==> config.mk <==
export PLATFORM = sky130hd
export DESIGN_NAME = tdmsp_core
export DESIGN_NICKNAME = d
export VERILOG_FILES = /design/src/rtl/tdmsp_pkg.sv /design/src/rtl/tdmsp_core.sv
export SDC_FILE = /design/constraint.sdc
export NUM_CORES = 1
export LEC_CHECK = 0
export ABC_AREA = 1
export BUFFER_PORTS_ARGS = -buffer_cell sky130_fd_sc_hd__buf_2
export CORE_MARGIN = 2
export CORE_UTILIZATION = 50
export CTS_CLUSTER_DIAMETER = 80
export DETAILED_ROUTE_END_ITERATION = 12
export PLACE_DENSITY = 0.67
export REMOVE_ABC_BUFFERS = 1
export SETUP_SLACK_MARGIN = 0.05
export SLEW_MARGIN = 20
export SYNTH_ARGS = -nofsm -noshare
export SYNTH_HDL_FRONTEND = slang
export SYNTH_SLANG_ARGS = --single-unit
==> constraint.sdc <==
create_clock -name clk -period 2.1 [get_ports clk]
set_clock_uncertainty 0.15 [all_clocks]
set_input_delay 0 -clock clk [delete_from_list [all_inputs] [get_ports clk]]
set_output_delay 0 -clock clk [all_outputs]
set_load 0.02 [all_outputs]
==> src/rtl/tdmsp_pkg.sv <==
// Package: register map, field layout, carriers and timing for the TDM serial port
package tdmsp_pkg;
    // ---------------------------------------------------------------
    // Register byte offsets
    // ---------------------------------------------------------------
    localparam logic [7:0] TDMSP_TX_CTRL_OFS     = 8'h00;
    localparam logic [7:0] TDMSP_RX_CTRL_OFS     = 8'h04;
    localparam logic [7:0] TDMSP_TX_SLOT_EN_OFS  = 8'h08;
    localparam logic [7:0] TDMSP_RX_SLOT_EN_OFS  = 8'h0c;
    localparam logic [7:0] TDMSP_TX_CMP_MASK_OFS = 8'h10;
    localparam logic [7:0] TDMSP_RX_CMP_MASK_OFS = 8'h14;
    localparam logic [7:0] TDMSP_KEY_PAT_OFS     = 8'h18;
    localparam logic [7:0] TDMSP_KEY_MASK_OFS    = 8'h1c;
    localparam logic [7:0] TDMSP_TX_DATA_OFS     = 8'h20;
    localparam logic [7:0] TDMSP_RX_DATA_OFS     = 8'h24;
    localparam logic [7:0] TDMSP_STATUS_OFS      = 8'h28;

    // ---------------------------------------------------------------
    // Field positions
    // ---------------------------------------------------------------
    // tx_control_word
    localparam int TDMSP_TXC_ENABLE   = 0;
    localparam int TDMSP_TXC_OPSTYLE  = 1;
    localparam int TDMSP_TXC_TDM_EN   = 2;
    localparam int TDMSP_TXC_SYNC_SRC = 3;
    localparam int TDMSP_TXC_FDLY_LO  = 4;
    localparam int TDMSP_TXC_SLOT_LO  = 8;
    localparam int TDMSP_TXC_LAW      = 13;
    // rx_control_word
    localparam int TDMSP_RXC_NSLOT_LO = 0;
    localparam int TDMSP_RXC_CMP_EN   = 5;
    localparam int TDMSP_RXC_CMP_POL  = 6;
    localparam int TDMSP_RXC_DMA_EN   = 7;
    localparam int TDMSP_RXC_INT_FS   = 8;
    // status
    localparam int TDMSP_ST_TX_FULL   = 0;
    localparam int TDMSP_ST_RX_FULL   = 1;
    localparam int TDMSP_ST_RX_OVF    = 2;
    localparam int TDMSP_ST_ACTIVE    = 3;

    // ---------------------------------------------------------------
    // Sizes, reset values and timing
    // ---------------------------------------------------------------
    localparam int          TDMSP_WORD_BITS   = 32;
    localparam logic [4:0]  TDMSP_WORD_LAST   = 5'h1f;
    localparam logic [31:0] TDMSP_REG_RESET   = 32'h0000_0000;
    localparam int          TDMSP_ACT_DELAY   = 3;  // cycles from enable to slot logic
    localparam int          TDMSP_FS_DELAY    = 4;  // cycles from enable to own syncs
    localparam logic [3:0]  TDMSP_FS_RATE_DIV = 4'h7; // own sync/clock divider end count; half period is 8 cycles

    // ---------------------------------------------------------------
    // Carriers
    // ---------------------------------------------------------------
    typedef struct packed {
        logic [4:0] slot_count;
        logic       cmp_en;
        logic       cmp_pol;
        logic       dma_en;
        logic       int_fs;
    } tdmsp_rx_cfg_t;

    typedef struct packed {
        logic       enable;
        logic       opstyle;
        logic       tdm_en;
        logic       sync_src;
        logic [3:0] frame_delay;
        logic       law;
    } tdmsp_tx_cfg_t;

    typedef struct packed {
        logic        cyc;
        logic        stb;
        logic        we;
        logic [3:0]  sel;
        logic [7:0]  adr;
        logic [31:0] dat;
    } tdmsp_wb_req_t;

    typedef enum logic [1:0] {
        TDMSP_IDLE,
        TDMSP_DELAY,
        TDMSP_SHIFT
    } tdmsp_state_t;
endpackage : tdmsp_pkg

==> src/rtl/tdmsp_core.sv <==
// TDM multichannel serial port: Wishbone slave, slot engine, key compare
`timescale 1ns/100ps
module tdmsp_core
    import tdmsp_pkg::*;
(
    input  wire logic        clk,
    input  wire logic        rst,
    input  wire logic        ce,
    input  wire logic        wb_cyc_i,
    input  wire logic        wb_stb_i,
    input  wire logic        wb_we_i,
    input  wire logic [3:0]  wb_sel_i,
    input  wire logic [7:0]  wb_adr_i,
    input  wire logic [31:0] wb_dat_i,
    output logic      [31:0] wb_dat_o,
    output logic             wb_ack_o,
    input  wire logic        serial_clk_pin,
    input  wire logic        rx_frame_sync_in,
    input  wire logic        serial_data_in,
    output logic             serial_data_out_pin,
    output logic             serial_data_out_oe_n,
    output logic             tx_frame_sync_valid,
    output logic             rx_frame_sync_out,
    output logic             rx_frame_sync_oe_n,
    output logic             rx_dma_req,
    output logic             rx_irq,
    output logic             compand_law,
    output logic             compand_tx_active,
    output logic             compand_rx_active
);
    // ---------------------------------------------------------------
    // Registers
    // ---------------------------------------------------------------
    tdmsp_tx_cfg_t tx_cfg_reg;
    tdmsp_rx_cfg_t rx_cfg_reg;
    logic [31:0] tx_slot_enable_mask_reg;
    logic [31:0] rx_slot_enable_mask_reg;
    logic [31:0] tx_slot_compand_mask_reg;
    logic [31:0] rx_slot_compand_mask_reg;
    logic [31:0] receive_key_pattern_reg;
    logic [31:0] receive_key_mask_reg;
    logic [31:0] tx_buf_reg;
    logic        tx_full_reg;
    logic [31:0] rx_buf_reg;
    logic        rx_full_reg;
    logic        rx_ovf_reg;
    logic [4:0]  slot_reg;
    logic [2:0]  en_pipe_reg;
    logic        active_reg;
    logic        fs_active_reg;
    tdmsp_wb_req_t req;
    logic        wr_hit;
    logic        rd_rx;
    logic        tx_load;
    logic        rx_accept;
    logic [31:0] rx_word;
    logic        tdm_req;

    assign req = '{cyc: wb_cyc_i, stb: wb_stb_i, we: wb_we_i, sel: wb_sel_i,
                   adr: wb_adr_i, dat: wb_dat_i};
    assign wr_hit = req.cyc && req.stb && req.we && !wb_ack_o;
    assign rd_rx = req.cyc && req.stb && !req.we && !wb_ack_o
                   && req.adr == TDMSP_RX_DATA_OFS;

    // Byte-lane merge for writes
    function automatic logic [31:0] merge(input logic [31:0] old,
                                          input logic [31:0] nw,
                                          input logic [3:0]  sel);
        logic [31:0] res;
        res = old;
        for (int i = 0; i < 4; i++) begin
            if (sel[i]) begin
                res[i*8 +: 8] = nw[i*8 +: 8];
            end
        end
        return res;
    endfunction : merge

    // ---------------------------------------------------------------
    // Wishbone slave: one registered ack after one wait state, unmapped reads return zero
    // ---------------------------------------------------------------
    always_ff @(posedge clk) begin
        if (rst) begin
            wb_ack_o <= 1'b0;
        end else if (ce) begin
            wb_ack_o <= req.cyc && req.stb && !wb_ack_o;
        end
    end

    // Configuration writes; masks map bit n to slot n
    always_ff @(posedge clk) begin
        if (rst) begin
            tx_cfg_reg               <= '0;
            rx_cfg_reg               <= '0;
            tx_slot_enable_mask_reg  <= TDMSP_REG_RESET;
            rx_slot_enable_mask_reg  <= TDMSP_REG_RESET;
            tx_slot_compand_mask_reg <= TDMSP_REG_RESET;
            rx_slot_compand_mask_reg <= TDMSP_REG_RESET;
            receive_key_pattern_reg  <= TDMSP_REG_RESET;
            receive_key_mask_reg     <= TDMSP_REG_RESET;
        end else if (ce && wr_hit) begin
            unique case (req.adr)
                TDMSP_TX_CTRL_OFS: begin
                    tx_cfg_reg.enable      <= req.dat[TDMSP_TXC_ENABLE];
                    tx_cfg_reg.opstyle     <= req.dat[TDMSP_TXC_OPSTYLE];
                    tx_cfg_reg.tdm_en      <= req.dat[TDMSP_TXC_TDM_EN];
                    tx_cfg_reg.sync_src    <= req.dat[TDMSP_TXC_SYNC_SRC];
                    tx_cfg_reg.frame_delay <= req.dat[TDMSP_TXC_FDLY_LO +: 4];
                    tx_cfg_reg.law         <= req.dat[TDMSP_TXC_LAW];
                end
                TDMSP_RX_CTRL_OFS: begin
                    rx_cfg_reg.slot_count <= req.dat[TDMSP_RXC_NSLOT_LO +: 5];
                    rx_cfg_reg.cmp_en     <= req.dat[TDMSP_RXC_CMP_EN];
                    rx_cfg_reg.cmp_pol    <= req.dat[TDMSP_RXC_CMP_POL];
                    rx_cfg_reg.dma_en     <= req.dat[TDMSP_RXC_DMA_EN];
                    rx_cfg_reg.int_fs     <= req.dat[TDMSP_RXC_INT_FS];
                end
                TDMSP_TX_SLOT_EN_OFS: tx_slot_enable_mask_reg <=
                    merge(tx_slot_enable_mask_reg, req.dat, req.sel);
                TDMSP_RX_SLOT_EN_OFS: rx_slot_enable_mask_reg <=
                    merge(rx_slot_enable_mask_reg, req.dat, req.sel);
                TDMSP_TX_CMP_MASK_OFS: tx_slot_compand_mask_reg <=
                    merge(tx_slot_compand_mask_reg, req.dat, req.sel);
                TDMSP_RX_CMP_MASK_OFS: rx_slot_compand_mask_reg <=
                    merge(rx_slot_compand_mask_reg, req.dat, req.sel);
                TDMSP_KEY_PAT_OFS: receive_key_pattern_reg <=
                    merge(receive_key_pattern_reg, req.dat, req.sel);
                TDMSP_KEY_MASK_OFS: receive_key_mask_reg <=
                    merge(receive_key_mask_reg, req.dat, req.sel);
                default: ;
            endcase
        end
    end

    // Read mux, registered with the ack
    always_ff @(posedge clk) begin
        if (rst) begin
            wb_dat_o <= '0;
        end else if (ce) begin
            unique case (req.adr)
                TDMSP_TX_CTRL_OFS: wb_dat_o <= {18'h0, tx_cfg_reg.law, slot_reg,
                                                tx_cfg_reg.frame_delay, tx_cfg_reg.sync_src,
                                                tx_cfg_reg.tdm_en, tx_cfg_reg.opstyle,
                                                tx_cfg_reg.enable};
                TDMSP_RX_CTRL_OFS: wb_dat_o <= {23'h0, rx_cfg_reg.int_fs, rx_cfg_reg.dma_en,
                                                rx_cfg_reg.cmp_pol, rx_cfg_reg.cmp_en,
                                                rx_cfg_reg.slot_count};
                TDMSP_TX_SLOT_EN_OFS:  wb_dat_o <= tx_slot_enable_mask_reg;
                TDMSP_RX_SLOT_EN_OFS:  wb_dat_o <= rx_slot_enable_mask_reg;
                TDMSP_TX_CMP_MASK_OFS: wb_dat_o <= tx_slot_compand_mask_reg;
                TDMSP_RX_CMP_MASK_OFS: wb_dat_o <= rx_slot_compand_mask_reg;
                TDMSP_KEY_PAT_OFS:     wb_dat_o <= receive_key_pattern_reg;
                TDMSP_KEY_MASK_OFS:    wb_dat_o <= receive_key_mask_reg;
                TDMSP_TX_DATA_OFS:     wb_dat_o <= tx_buf_reg;
                TDMSP_RX_DATA_OFS:     wb_dat_o <= rx_buf_reg;
                TDMSP_STATUS_OFS:      wb_dat_o <= {28'h0, active_reg, rx_ovf_reg,
                                                    rx_full_reg, tx_full_reg};
                default:               wb_dat_o <= '0;
            endcase
        end
    end

    // ---------------------------------------------------------------
    // Enable pipeline: style must be non-I2S, one bit for both ways
    // ---------------------------------------------------------------
    assign tdm_req = tx_cfg_reg.enable && tx_cfg_reg.tdm_en && !tx_cfg_reg.opstyle;

    always_ff @(posedge clk) begin
        if (rst) begin
            en_pipe_reg   <= '0;
            active_reg    <= 1'b0;
            fs_active_reg <= 1'b0;
        end else if (ce) begin
            en_pipe_reg   <= {en_pipe_reg[1:0], tdm_req};
            active_reg    <= tdm_req && en_pipe_reg[1];    // 3rd edge
            fs_active_reg <= tdm_req && en_pipe_reg[2];    // 4th edge
        end
    end

    // ---------------------------------------------------------------
    // Pin synchronisers and serial clock edge detect
    // ---------------------------------------------------------------
    logic [1:0] sclk_sync_reg;
    logic [1:0] fs_sync_reg;
    logic [1:0] din_sync_reg;
    logic       sclk_prev_reg;
    logic       sclk_rise;
    logic       sclk_fall;
    logic       own_sclk_reg;
    logic       own_fs_reg;
    logic [3:0] div_reg;
    logic       sclk_now;
    logic       fs_now;

    // Own sync source drives the receive sync pin only; it does not feed back to the slot engine
    always_ff @(posedge clk) begin
        if (rst) begin
            div_reg      <= '0;
            own_sclk_reg <= 1'b0;
        end else if (ce) begin
            div_reg <= (div_reg == TDMSP_FS_RATE_DIV) ? 4'h0 : div_reg + 4'h1;
            if (div_reg == TDMSP_FS_RATE_DIV) begin
                own_sclk_reg <= !own_sclk_reg;
            end
        end
    end

    // Own sync pulse once per 32-bit slot times slot count plus one, after enable
    logic [9:0] own_cnt_reg;
    always_ff @(posedge clk) begin
        if (rst) begin
            own_cnt_reg       <= '0;
            own_fs_reg        <= 1'b0;
            rx_frame_sync_out <= 1'b0;
            rx_frame_sync_oe_n <= 1'b1;
        end else if (ce) begin
            rx_frame_sync_oe_n <= !(fs_active_reg && rx_cfg_reg.int_fs);
            if (!(fs_active_reg && rx_cfg_reg.int_fs)) begin
                own_cnt_reg <= '0;
                own_fs_reg  <= 1'b0;
            end else if (div_reg == TDMSP_FS_RATE_DIV && own_sclk_reg) begin
                own_fs_reg  <= (own_cnt_reg == 10'h0);
                own_cnt_reg <= (own_cnt_reg == {rx_cfg_reg.slot_count, 5'h1f})
                               ? 10'h0 : own_cnt_reg + 10'h1;
            end
            rx_frame_sync_out <= own_fs_reg;
        end
    end

    always_ff @(posedge clk) begin
        if (rst) begin
            sclk_sync_reg <= '0;
            fs_sync_reg   <= '0;
            din_sync_reg  <= '0;
            sclk_prev_reg <= 1'b0;
        end else if (ce) begin
            sclk_sync_reg <= {sclk_sync_reg[0], serial_clk_pin};
            fs_sync_reg   <= {fs_sync_reg[0], rx_frame_sync_in};
            din_sync_reg  <= {din_sync_reg[0], serial_data_in};
            sclk_prev_reg <= sclk_sync_reg[1];
        end
    end
    assign sclk_now  = sclk_sync_reg[1];
    assign fs_now    = fs_sync_reg[1];
    assign sclk_rise = sclk_now && !sclk_prev_reg;
    assign sclk_fall = !sclk_now && sclk_prev_reg;

    // ---------------------------------------------------------------
    // Slot engine: sync restarts slot 0 at any moment
    // ---------------------------------------------------------------
    tdmsp_state_t state_reg;
    logic [3:0]  dly_reg;
    logic [4:0]  bit_reg;
    logic [31:0] rx_sh_reg;
    logic [31:0] tx_sh_reg;
    logic        tx_slot_on_reg;
    logic        word_done;

    always_ff @(posedge clk) begin
        if (rst) begin
            state_reg <= TDMSP_IDLE;
            dly_reg   <= '0;
            bit_reg   <= '0;
            slot_reg  <= '0;
        end else if (ce) begin
            if (!active_reg) begin
                state_reg <= TDMSP_IDLE;
                slot_reg  <= '0;
            end else if (sclk_rise && fs_now) begin
                // Late sync from a back-to-back frame wins over the word in flight
                slot_reg <= '0;
                // With no delay bit 0 is taken on this very edge
                bit_reg  <= (tx_cfg_reg.frame_delay == 4'h0) ? 5'h1 : 5'h0;
                dly_reg  <= tx_cfg_reg.frame_delay;
                state_reg <= (tx_cfg_reg.frame_delay == 4'h0) ? TDMSP_SHIFT
                                                               : TDMSP_DELAY;
            end else if (sclk_rise) begin
                unique case (state_reg)
                    TDMSP_IDLE: ;
                    TDMSP_DELAY: begin
                        dly_reg <= dly_reg - 4'h1;
                        if (dly_reg == 4'h1) begin
                            state_reg <= TDMSP_SHIFT;
                            bit_reg   <= 5'h1;  // Bit 0 lands on this edge
                        end
                    end
                    TDMSP_SHIFT: begin
                        bit_reg <= bit_reg + 5'h1;
                        if (word_done) begin
                            slot_reg <= (slot_reg == rx_cfg_reg.slot_count)
                                        ? 5'h0 : slot_reg + 5'h1;
                        end
                    end
                endcase
            end
        end
    end
    assign word_done = (state_reg == TDMSP_SHIFT) && (bit_reg == TDMSP_WORD_LAST)
                       && sclk_rise && !fs_now;

    // Receive shifter, MSB first, sampled on rising serial clock
    always_ff @(posedge clk) begin
        if (rst) begin
            rx_sh_reg <= '0;
        end else if (ce && active_reg && sclk_rise
                     && (state_reg == TDMSP_SHIFT
                         || (fs_now && tx_cfg_reg.frame_delay == 4'h0)
                         || (state_reg == TDMSP_DELAY && dly_reg == 4'h1))) begin
            rx_sh_reg <= {rx_sh_reg[30:0], din_sync_reg[1]};
        end
    end
    assign rx_word = {rx_sh_reg[30:0], din_sync_reg[1]};

    // Key compare: mask-one bits excluded; compare slots set by tx compand mask
    logic key_hit;
    logic cmp_slot;
    assign key_hit  = ((rx_word ^ receive_key_pattern_reg)
                       & ~receive_key_mask_reg) == '0;
    assign cmp_slot = rx_cfg_reg.cmp_en && tx_slot_compand_mask_reg[slot_reg];
    assign rx_accept = word_done && rx_slot_enable_mask_reg[slot_reg]
                       && (!cmp_slot || (key_hit == rx_cfg_reg.cmp_pol));

    // Receive buffer and request outputs; rejects touch nothing
    always_ff @(posedge clk) begin
        if (rst) begin
            rx_buf_reg  <= '0;
            rx_full_reg <= 1'b0;
            rx_ovf_reg  <= 1'b0;
            rx_dma_req  <= 1'b0;
            rx_irq      <= 1'b0;
        end else if (ce) begin
            rx_dma_req <= rx_accept && rx_cfg_reg.dma_en;
            rx_irq     <= rx_accept && !rx_cfg_reg.dma_en;
            if (rx_accept) begin
                rx_buf_reg  <= rx_word;
                rx_full_reg <= 1'b1;                                            // Set wins
                rx_ovf_reg  <= rx_ovf_reg || rx_full_reg;
            end else if (rd_rx) begin
                rx_full_reg <= 1'b0;
                rx_ovf_reg  <= 1'b0;
            end
        end
    end

    // ---------------------------------------------------------------
    // Transmit buffer written from the bus, shifter changed on falling serial clock
    // ---------------------------------------------------------------
    logic tx_slot_start;
    assign tx_load = wr_hit && req.adr == TDMSP_TX_DATA_OFS;
    assign tx_slot_start = active_reg && sclk_fall && state_reg == TDMSP_SHIFT
                           && bit_reg == 5'h0;

    always_ff @(posedge clk) begin
        if (rst) begin
            tx_buf_reg     <= '0;
            tx_full_reg    <= 1'b0;
            tx_sh_reg      <= '0;
            tx_slot_on_reg <= 1'b0;
        end else if (ce) begin
            if (tx_slot_start) begin
                // Enabled slot with no word queued stays undriven
                tx_slot_on_reg <= tx_slot_enable_mask_reg[slot_reg] && tx_full_reg;
                if (tx_slot_enable_mask_reg[slot_reg] && tx_full_reg) begin
                    tx_sh_reg   <= tx_buf_reg;
                    tx_full_reg <= 1'b0;
                end
            end else if (sclk_fall && tx_slot_on_reg) begin
                tx_sh_reg <= {tx_sh_reg[30:0], 1'b0};
            end
            if (!active_reg || state_reg != TDMSP_SHIFT) begin
                tx_slot_on_reg <= 1'b0;
            end
            if (tx_load) begin
                tx_buf_reg  <= merge(tx_buf_reg, req.dat, req.sel);
                tx_full_reg <= 1'b1;
            end
        end
    end

    // Pin drivers: float inactive slots, valid strobe always driven
    always_ff @(posedge clk) begin
        if (rst) begin
            serial_data_out_pin  <= 1'b0;
            serial_data_out_oe_n <= 1'b1;
            tx_frame_sync_valid  <= 1'b0;
            compand_law          <= 1'b0;
            compand_tx_active    <= 1'b0;
            compand_rx_active    <= 1'b0;
        end else if (ce) begin
            serial_data_out_pin  <= tx_sh_reg[31];
            serial_data_out_oe_n <= !tx_slot_on_reg;
            tx_frame_sync_valid  <= tx_slot_on_reg;
            compand_law          <= tx_cfg_reg.law;
            compand_tx_active    <= tx_slot_on_reg && !rx_cfg_reg.cmp_en
                                    && tx_slot_compand_mask_reg[slot_reg];
            compand_rx_active    <= active_reg && !rx_cfg_reg.cmp_en
                                    && rx_slot_enable_mask_reg[slot_reg]
                                    && rx_slot_compand_mask_reg[slot_reg];
        end
    end

    logic unused_ok;
    assign unused_ok = &{1'b0, tx_cfg_reg.sync_src, own_sclk_reg};
endmodule : tdmsp_core

# Yosys cells after proc, flatten, opt, wreduce, memory -nomap -nowiden
# Cells that the tools add are included.
dict set report classes {
  n_lt_le_gt_ge 1
  shifts 0
  reduce_logical 113
  div_mod_pow 0
  n_mux 46
  n_eq_ne 27
  n_mul 0
  n_bitwise 3
  n_addsub 5
}
# op count
set ops {}
lappend ops {{32-bit case mux with 11 select lines} 1}
lappend ops {{32-bit two-way mux} 3}
lappend ops {{3-bit AND reduction} 30}
lappend ops {{5-bit two-way mux} 9}
lappend ops {{1-bit logical AND} 41}
lappend ops {{32-bit bitwise AND} 1}
lappend ops {{8-bit by 5-bit equality test with 1-bit output, second input constant} 4}
lappend ops {{32-bit logical NOT} 1}
lappend ops {{32-bit inverter} 1}
lappend ops {{32-bit bitwise XOR} 1}
lappend ops {{10-bit two-way mux} 3}
lappend ops {{8-bit by 6-bit equality test with 1-bit output, second input constant} 3}
lappend ops {{1-bit binary-select mux with 5-bit select} 4}
lappend ops {{8-bit by 4-bit equality test with 1-bit output, second input constant} 2}
lappend ops {{4-bit two-way mux} 4}
lappend ops {{1-bit two-way mux} 15}
lappend ops {{3-bit by 1-bit != test with 1-bit output, second input constant} 5}
lappend ops {{2-bit AND reduction} 7}
lappend ops {{2-bit nonzero test} 7}
lappend ops {{1-bit logical NOT} 13}
lappend ops {{2-bit two-way mux} 6}
lappend ops {{4-bit AND reduction} 3}
lappend ops {{10-bit by 1-bit adder with 10-bit output, second input constant} 1}
lappend ops {{5-bit by 1-bit adder with 5-bit output, second input constant} 2}
lappend ops {{23 further kinds} 28}
dict set report totals {
  ff_bits 428
  ramBits 0
  romBits 0
  in_bits 53
  output_inout_bits 43
  latchBits 0
  memories 0
  wordCells 268
}

# Longest topological paths before layout
# Gate-level depths: netlist of run 1.
dict set report logic_depth {
  word_depth 9
  ltp_mapped 17
  ltp_nobuf 15
}

# Worst setup path before layout of run 1
# OpenSTA, ideal clock, no wires.
dict set report synth_path {
  path_kind {register to register}
  start {register bit_reg[0]}
  end {register tx_full_reg}
  synth_period_minus_slack_ns 1.926
  setup_slack_ns 0.174
  setup_ns 0.137
  t_arrival_ns 1.639
  t_required_ns 1.813
  stages_incl_launch_ff 11
  path_buffers 1
  cell_sequence {dfxtp_1 inv_1 ha_1 nand3_1 nor2_1 nand3_2 nor3_1 nand3_4 buf_2 a21oi_1 nor2_1}
}
dict set report synth_via {
  elab_chain_len 4
}
# element line_no
set synth_lines {}
lappend synth_lines {{start, declared} tdmsp_core.sv:253} ;# logic [4:0] bit_reg;
lappend synth_lines {{start signal, assigned} tdmsp_core.sv:273} ;# bit_reg <= (tx_cfg_reg.frame_delay == 4'h0) ? 5'h1 : 5'h0;
lappend synth_lines {{start signal, assigned} tdmsp_core.sv:288} ;# bit_reg <= bit_reg + 5'h1;
lappend synth_lines {{5-bit logical NOT} tdmsp_core.sv:351} ;# && bit_reg == 5'h0;
lappend synth_lines {{1-bit logical AND} tdmsp_core.sv:351}
lappend synth_lines {{2-bit nonzero test (no line)} -}
lappend synth_lines {{3-bit AND reduction (no line)} -}
lappend synth_lines {{end signal, assigned} tdmsp_core.sv:356} ;# tx_full_reg <= 1'b0;
lappend synth_lines {{end signal, assigned} tdmsp_core.sv:365} ;# tx_full_reg <= 1'b0;
lappend synth_lines {{end signal, assigned} tdmsp_core.sv:375} ;# tx_full_reg <= 1'b1;
lappend synth_lines {{end, declared} tdmsp_core.sv:43} ;# logic tx_full_reg;
# Every way passes these cells.
# A chain may end at the register's enable or synchronous reset.

# Worst setup path in the final report of run 1
dict set report layout_path {
  start {register slot_reg[0]}
  end {register rx_buf_reg[2]}
}
dict set report layout_via {
  elab_chain_len 7
  elab_cells_between_ends 10
  classes_between {mux: 4; reduce/logical: 6}
}
# element line_no
set layout_lines {}
lappend layout_lines {{start, declared} tdmsp_core.sv:47} ;# logic [4:0] slot_reg;
lappend layout_lines {{start signal, assigned} tdmsp_core.sv:290} ;# slot_reg <= (slot_reg == rx_cfg_reg.slot_count)
lappend layout_lines {{1-bit binary-select mux with 5-bit select} tdmsp_core.sv:319} ;# assign cmp_slot = rx_cfg_reg.cmp_en && tx_slot_compand_mask_reg[slot_reg];
lappend layout_lines {{1-bit two-way mux (implied by the code)} tdmsp_core.sv:319}
lappend layout_lines {{1-bit logical AND} tdmsp_core.sv:319}
lappend layout_lines {{1-bit logical NOT} tdmsp_core.sv:321} ;# && (!cmp_slot || (key_hit == rx_cfg_reg.cmp_pol));
lappend layout_lines {{1-bit logical OR} tdmsp_core.sv:321}
lappend layout_lines {{1-bit logical AND (*)} tdmsp_core.sv:321}
lappend layout_lines {{2-bit AND reduction (no line) (*)} -}
lappend layout_lines {{end signal, assigned} tdmsp_core.sv:335} ;# rx_buf_reg <= rx_word;
lappend layout_lines {{end, declared} tdmsp_core.sv:44} ;# logic [31:0] rx_buf_reg;
# Mark *: on every way between the ends. The rest lies on a longest branch, timed or not. The select of a mux whose other input is x is not followed.

==> results of run 1 <==
-- final cells by class --
class                      count  area (um2)
clock buffer                  65        1350
clock inverter                18         233
fill                        3313       12700
inverter                     372        1430
multi-input combinational   1873        9990
sequential                   428        8610
tap                          518         648
timing repair buffer         437        3910
timing repair inverter         2        27.5
-- kinds of logic (layout without fill, tap and decap cells) --
group / after synthesis / count (layout) / synth area share
muxes: 1 / 1 / 0.000505
adders and majority gates: 9 / 9 / 0.00568
DFF: 428 / 428 / 0.432
and+or+nand+nor: 935 / 935 / 0.199
xor gates and xnor gates: 11 / 11 / 0.00486
AOI/OAI and AO/OA: 917 / 917 / 0.247
buffers and inverters: 539 / 894 / 0.111
-- power groups by stage --
stage / clock network, mW / logic, mW / registers, mW
finish: 8.55 / 0.908 / 8.15
global route: 8.95 / 0.974 / 8.15
CTS: 8.61 / 0.797 / 8.16
detailed placement: 0 / 0.699 / 8.34
global placement: 0 / 0.688 / 8.34
floorplan: 0 / 0.317 / 8.35
-- tightest hold or removal path, stage by stage --
cell,delay (ns)
buf_2,0.08
inv_1,0.03
nand2_1,0.14
nor3_4,0.09
nand3_1,0.16
nand4_1,0.16
nand2_1,0.09
a21oi_1,0.05
-- layer usage --
| metal | vias to the layer above | wire length (um) | global-route usage |
|---|---|---|---|
| li1 | 10100 | - | - |
| met1 | 9800 | 28600 | 0.404 |
| met2 | 926 | 32600 | 0.523 |
| met5 | - | 24 | 0 |
| met4 | 4 | 2500 | 0.118 |
| met3 | 177 | 5580 | 0.0578 |
-- worst max-delay path by stage --
stage | to | slack, ns | depth (start not counted) | startpoint
2_1_floorplan | slot_reg[2] | -2.31 | 3 | rst
3_5_place_dp | rx_buf_reg[21] | -0.17 | 15 | rx_sh_reg[30]
6_report | rx_buf_reg[2] | -0.25 | 16 | slot_reg[0]
5_1_grt | rx_buf_reg[2] | -0.31 | 16 | slot_reg[0]
4_1_cts | rx_buf_reg[17] | -0.11 | 15 | slot_reg[0]
3_3_place_gp | rx_buf_reg[11] | -0.13 | 16 | rx_sh_reg[21]
-- repair_timing --
item                                    CTS  global route
gates resized for setup                  76           322
endpoints found under the hold margin   412             0
gates cloned                              5            10
setup buffers                             9            24
pin swaps                                16            88
endpoints found under the setup margin  212           342
hold buffers                             51             0
-- cells in the final DEF, fill, tap and decap left out, types with 6 or more instances in the layout --
cell	Yosys	final
clkbuf_8	0	6
ha_1	9	7
nand3_1	173	104
a221oi_1	6	6
buf_4	3	223
buf_2	23	94
dfxtp_2	0	18
o21ai_1	18	45
dfxtp_1	428	406
o22ai_1	106	106
a21oi_1	392	369
xor2_1	10	10
clkbuf_16	0	58
buf_12	0	30
o221ai_1	6	6
nand3_2	3	69
buf_6	18	20
dlygate4sd3_1	0	50
nand2_4	1	16
nor3_2	5	7
nor2_1	234	209
o21ai_0	351	319
o211ai_1	6	6
buf_8	0	6
nor2_2	1	22
nand2_1	454	367
clkbuf_1	117	10
nand4_1	7	7
nor2_4	2	6
clkinv_2	0	7
a21oi_2	21	44
inv_1	365	320
inv_2	5	47
nor3_1	23	20
nand2_2	20	91
==> metrics.yaml, run 1 <==
status: "finished with violations"
violations: "negative setup slack"
async_flop_share: 0
power_frac_comb: 0.052
worst_slack_ns: -0.248
layout.cells.non_filler: 3713
netlist_area_um2: 19800
numCtsBuffers: 47
critPathMaxStageDelay_ns: 0.38
grt_util_all_layers: 0.313
power_switching_mw: 4.04
path_class: "reg2reg"
h-tree-depth: 2
dp_cells: 3532
rsz0062_at_grt: "true"
hold_viol: 0
core_um2: 38900
holdWs_ns: 0.142
root_buffer: "clkbuf_16"
min_to: "wb_dat_o[21]"
ff2ff_path_depth: 16
vias_per_cell: 5.65
startpoint_type: "flop"
synth_top_area_cell: "dfxtp_1"
power_density_nw_per_um2: 672
p_clk_frac: 0.485
ir_drop_mv: 0.520
synth_edf_count: 0
synth_flop_cell: "dfxtp_1"
path_delay_family: "simple AND/OR/NAND/NOR gates"
worstReg2RegEnd: "rx_buf_reg[2]"
gp_congestion: 0.921
die_area_um2: 41300
postSynthAreaPerCell_um2: 6.98
switching_share: 0.229
cts_tree: "done"
clk_latency_ns: 0.58
synth.most_common_cell: "nand2_1"
crit_required_ns: 2.42
worstPathArrival_ns: 2.67
synth.top_cell.area_share: 0.432
wl_per_cell_um: 18.7
syn_to_final_growth_pct: 32.1
dr.pass1.iters: 5
port_buffers: 95
p_leak_nw: 10.2
fin_nets: 3223
fin_setup_tns_ns: -8.94
tightest_slew_ns: 0.611
hpwl_mm: 44.3
p_total_mw: 17.6
yosys-top-cells-area: "dfxtp_1 43%, a21oi_1 9.9%, o21ai_0 8.9%"
first_global_vias: 19700
syn_inst: 2840
drive_gt1_frac: 0.254
placed_area_um2: 22400
fin_crit_sh: 1.12
antennaDiodeCount: 0
slew_violations: 0
path_max_fanout: 8
holdPathStages: 8
drc_errors: 0
path_cells: "buf_12 > inv_16 > buf_6 > nand2_2 > nand3_2 > nand3_2 > nand2_2 > nand2_2 > nand3_2 > nand3_2 > o21ai_4 > buf_6 > buf_12 > nand2_2 > nand2_1 > nor2_1"
num_rows: 72
die_y_um: 203
setup-violations-final: 68
yosys_warnings: 0
intPower_mw: 13.6
crit-reg2reg-launch: "slot_reg[0]"
dieWidth_um: 203
ys_seq_area_frac: 0.432
r2r_slack_ns: -0.25
clock_path_buffers: 3
overflow: 0
initial_core_util: 0.510
antenna_found_initial: 1
slowest_stage: "dfxtp_4"
clk_pin_slew_ns: 0.06
drt-total-wl_mm: 69.3
drt.antenna.violating_nets: 0
final_cell_area_um2: 26200
ys_ff_latch: 428
pwr-share-seq: 0.463
pre_cts_ws_ns: -0.168
max_slew_margin: 0.593
vias: 21000
min_from: "wb_adr_i[7]"
max_freq_mhz: 426
cts.sink_count: 428
hold_path_class: "in2reg"
path_buf_inv: 5
synthDistinctLibCells: 44
synth_common_cells: "454 x nand2_1, 428 x dfxtp_1, 392 x a21oi_1, 365 x inv_1, 351 x o21ai_0"
grt_max_degree: 113
drt_iter0_drc: 2195
maxCapViolCount: 0
grt_pass1_wl_mm: 103
io_pins: 96
worstSetupEndpointType: "flop"
layout_min_cycle_time_ns: 2.35
utilization: 0.673
Note: power is estimated with default switching activity, not from simulation.
==> inputs of run 2 (changes only) <==
- SKIP_LAST_GASP: default -> 1
- clock period: 2.1 -> 3 ns (I/O delays scaled with it)
==> metrics.yaml, run 2 (synthesized netlist as in run 1, its figures left out) <==
numCtsBuffers: 47
fin_setup_tns_ns: 0
die_y_um: 203
antenna_found_initial: 0
setup-violations-final: 0
grt_max_degree: 107
pre_cts_ws_ns: 0.464
holdWs_ns: 0.0753
num_rows: 72
grt_pass1_wl_mm: 99.4
dieWidth_um: 203
port_buffers: 95
crit_end: "tx_slot_enable_mask_reg[16]"
path_cells: "nor3_2 > inv_2 > nor2_4 > nand2_1 > nor2_1 > inv_1 > nor2_1 > nor2_1 > dlygate4sd3_1"
maxCapViolCount: 0
drt.antenna.violating_nets: 0
layout_commonest_cell: "nand2_1"
post_cts_buffers: 0
p_total_mw: 11.9
first_global_vias: 18400
power_density_nw_per_um2: 525
worstSetupEndpointType: "flop"
hold_viol: 0
io_pins: 96
clk_pin_slew_ns: 0.06
drt_iter0_drc: 1890
ir_drop_mv: 0.382
h-tree-depth: 2
initial_core_util: 0.510
critPathMaxStageDelay_ns: 0.55
worstPathArrival_ns: 3.08
fin_crit_sh: 0.920
overflow: 0
die_area_um2: 41300
placed_area_um2: 20600
clock_path_buffers: 3
ff2ff_path_depth: 9
syn_to_final_growth_pct: 14.5
layout.cells.non_filler: 3478
crit_top_cell: "nor2_1"
r2r_slack_ns: 0.24
wl_per_cell_um: 18.0
layout_common_cells: "453 x nand2_1, 427 x dfxtp_1, 392 x a21oi_1"
layout_min_cycle_time_ns: 2.76
fin_nets: 2987
slowest_stage: "dlygate4sd3_1"
met1_usage: 0.403
p_leak_nw: 8.62
crit_required_ns: 3.32
drive_gt1_frac: 0.0943
max_slew_margin: 0.504
path_class: "reg2reg"
grt.busiest_layer: "met2"
slew_violations: 0
cts.sink_count: 428
antennaDiodeCount: 0
hold_path_class: "in2reg"
worstReg2RegEnd: "tx_slot_enable_mask_reg[16]"
clk_latency_ns: 0.58
status: "finished, final reports clean"
vias: 19500
crit-reg2reg-launch: "wb_ack_o"
startpoint: "wb_ack_o"
dp_cells: 3333
max_freq_mhz: 362
final_cell_area_um2: 22700
hpwl_mm: 42.2
utilization: 0.584
vias_per_cell: 5.62
tightest_slew_ns: 0.745
drc_errors: 0
rsz0062_at_grt: "false"
grt_util_all_layers: 0.300
gp_congestion: 0.897
cts_tree: "done"
core_um2: 38900
drt-total-wl_mm: 62.7
path_max_fanout: 12
worst_slack_ns: 0.240
startpoint_type: "flop"
root_buffer: "clkbuf_16"
met3_usage: 0.0462
dr.pass1.iters: 7
use_met2: 0.488
run 2: routing by layer:
layer	vias up	share of wire
met5	-	0
met4	0	0.033
met3	139	0.072
met2	778	0.46
met1	9071	0.44
li1	9551	-
run 2: cell type report:
| cell class | instances | area (um2) |
|---|---|---|
| multi-input combinational | 1873 | 9070 |
| timing repair buffer | 203 | 1530 |
| tap | 518 | 648 |
| sequential | 428 | 8570 |
| clock inverter | 14 | 125 |
| clock buffer | 70 | 1370 |
| fill | 3701 | 16200 |
| inverter | 372 | 1410 |
run 2: worst max-delay path, delay by kind of cell, from the launching register on:
family | cells | cell delay (ns)
AND/OR/NAND/NOR | 6 | 1.20
flip-flops | 1 | 0.33
buffers and inverters | 3 | 0.95
run 2: worst min-delay path by stage:
stage / slack, ns / endpoint / cells past startpoint / from
after floorplan: -0.09 / tx_sh_reg[11] / 1 / rst
after global placement: 0.07 / fs_sync_reg[0] / 3 / rx_frame_sync_in
after detailed placement: 0.08 / fs_sync_reg[0] / 3 / rx_frame_sync_in
after CTS: 0.03 / wb_dat_o[21] / 7 / wb_adr_i[5]
after global routing: 0.09 / wb_dat_o[21] / 7 / wb_adr_i[5]
final: 0.08 / wb_dat_o[22] / 7 / wb_adr_i[2]
run 2: repair_timing:
| action | 4_1_cts | 5_1_grt |
|---|---|---|
| endpoints found under the hold margin | 323 | 0 |
| hold buffers | 61 | 0 |
| resized for setup | 0 | 0 |
run 2: report_power, final:
group          switching, mW  internal (mW)  leakage, nW
logic                  0.355          0.158         4.44
registers             0.0110           5.70         3.45
clock network           2.39           3.31        0.732
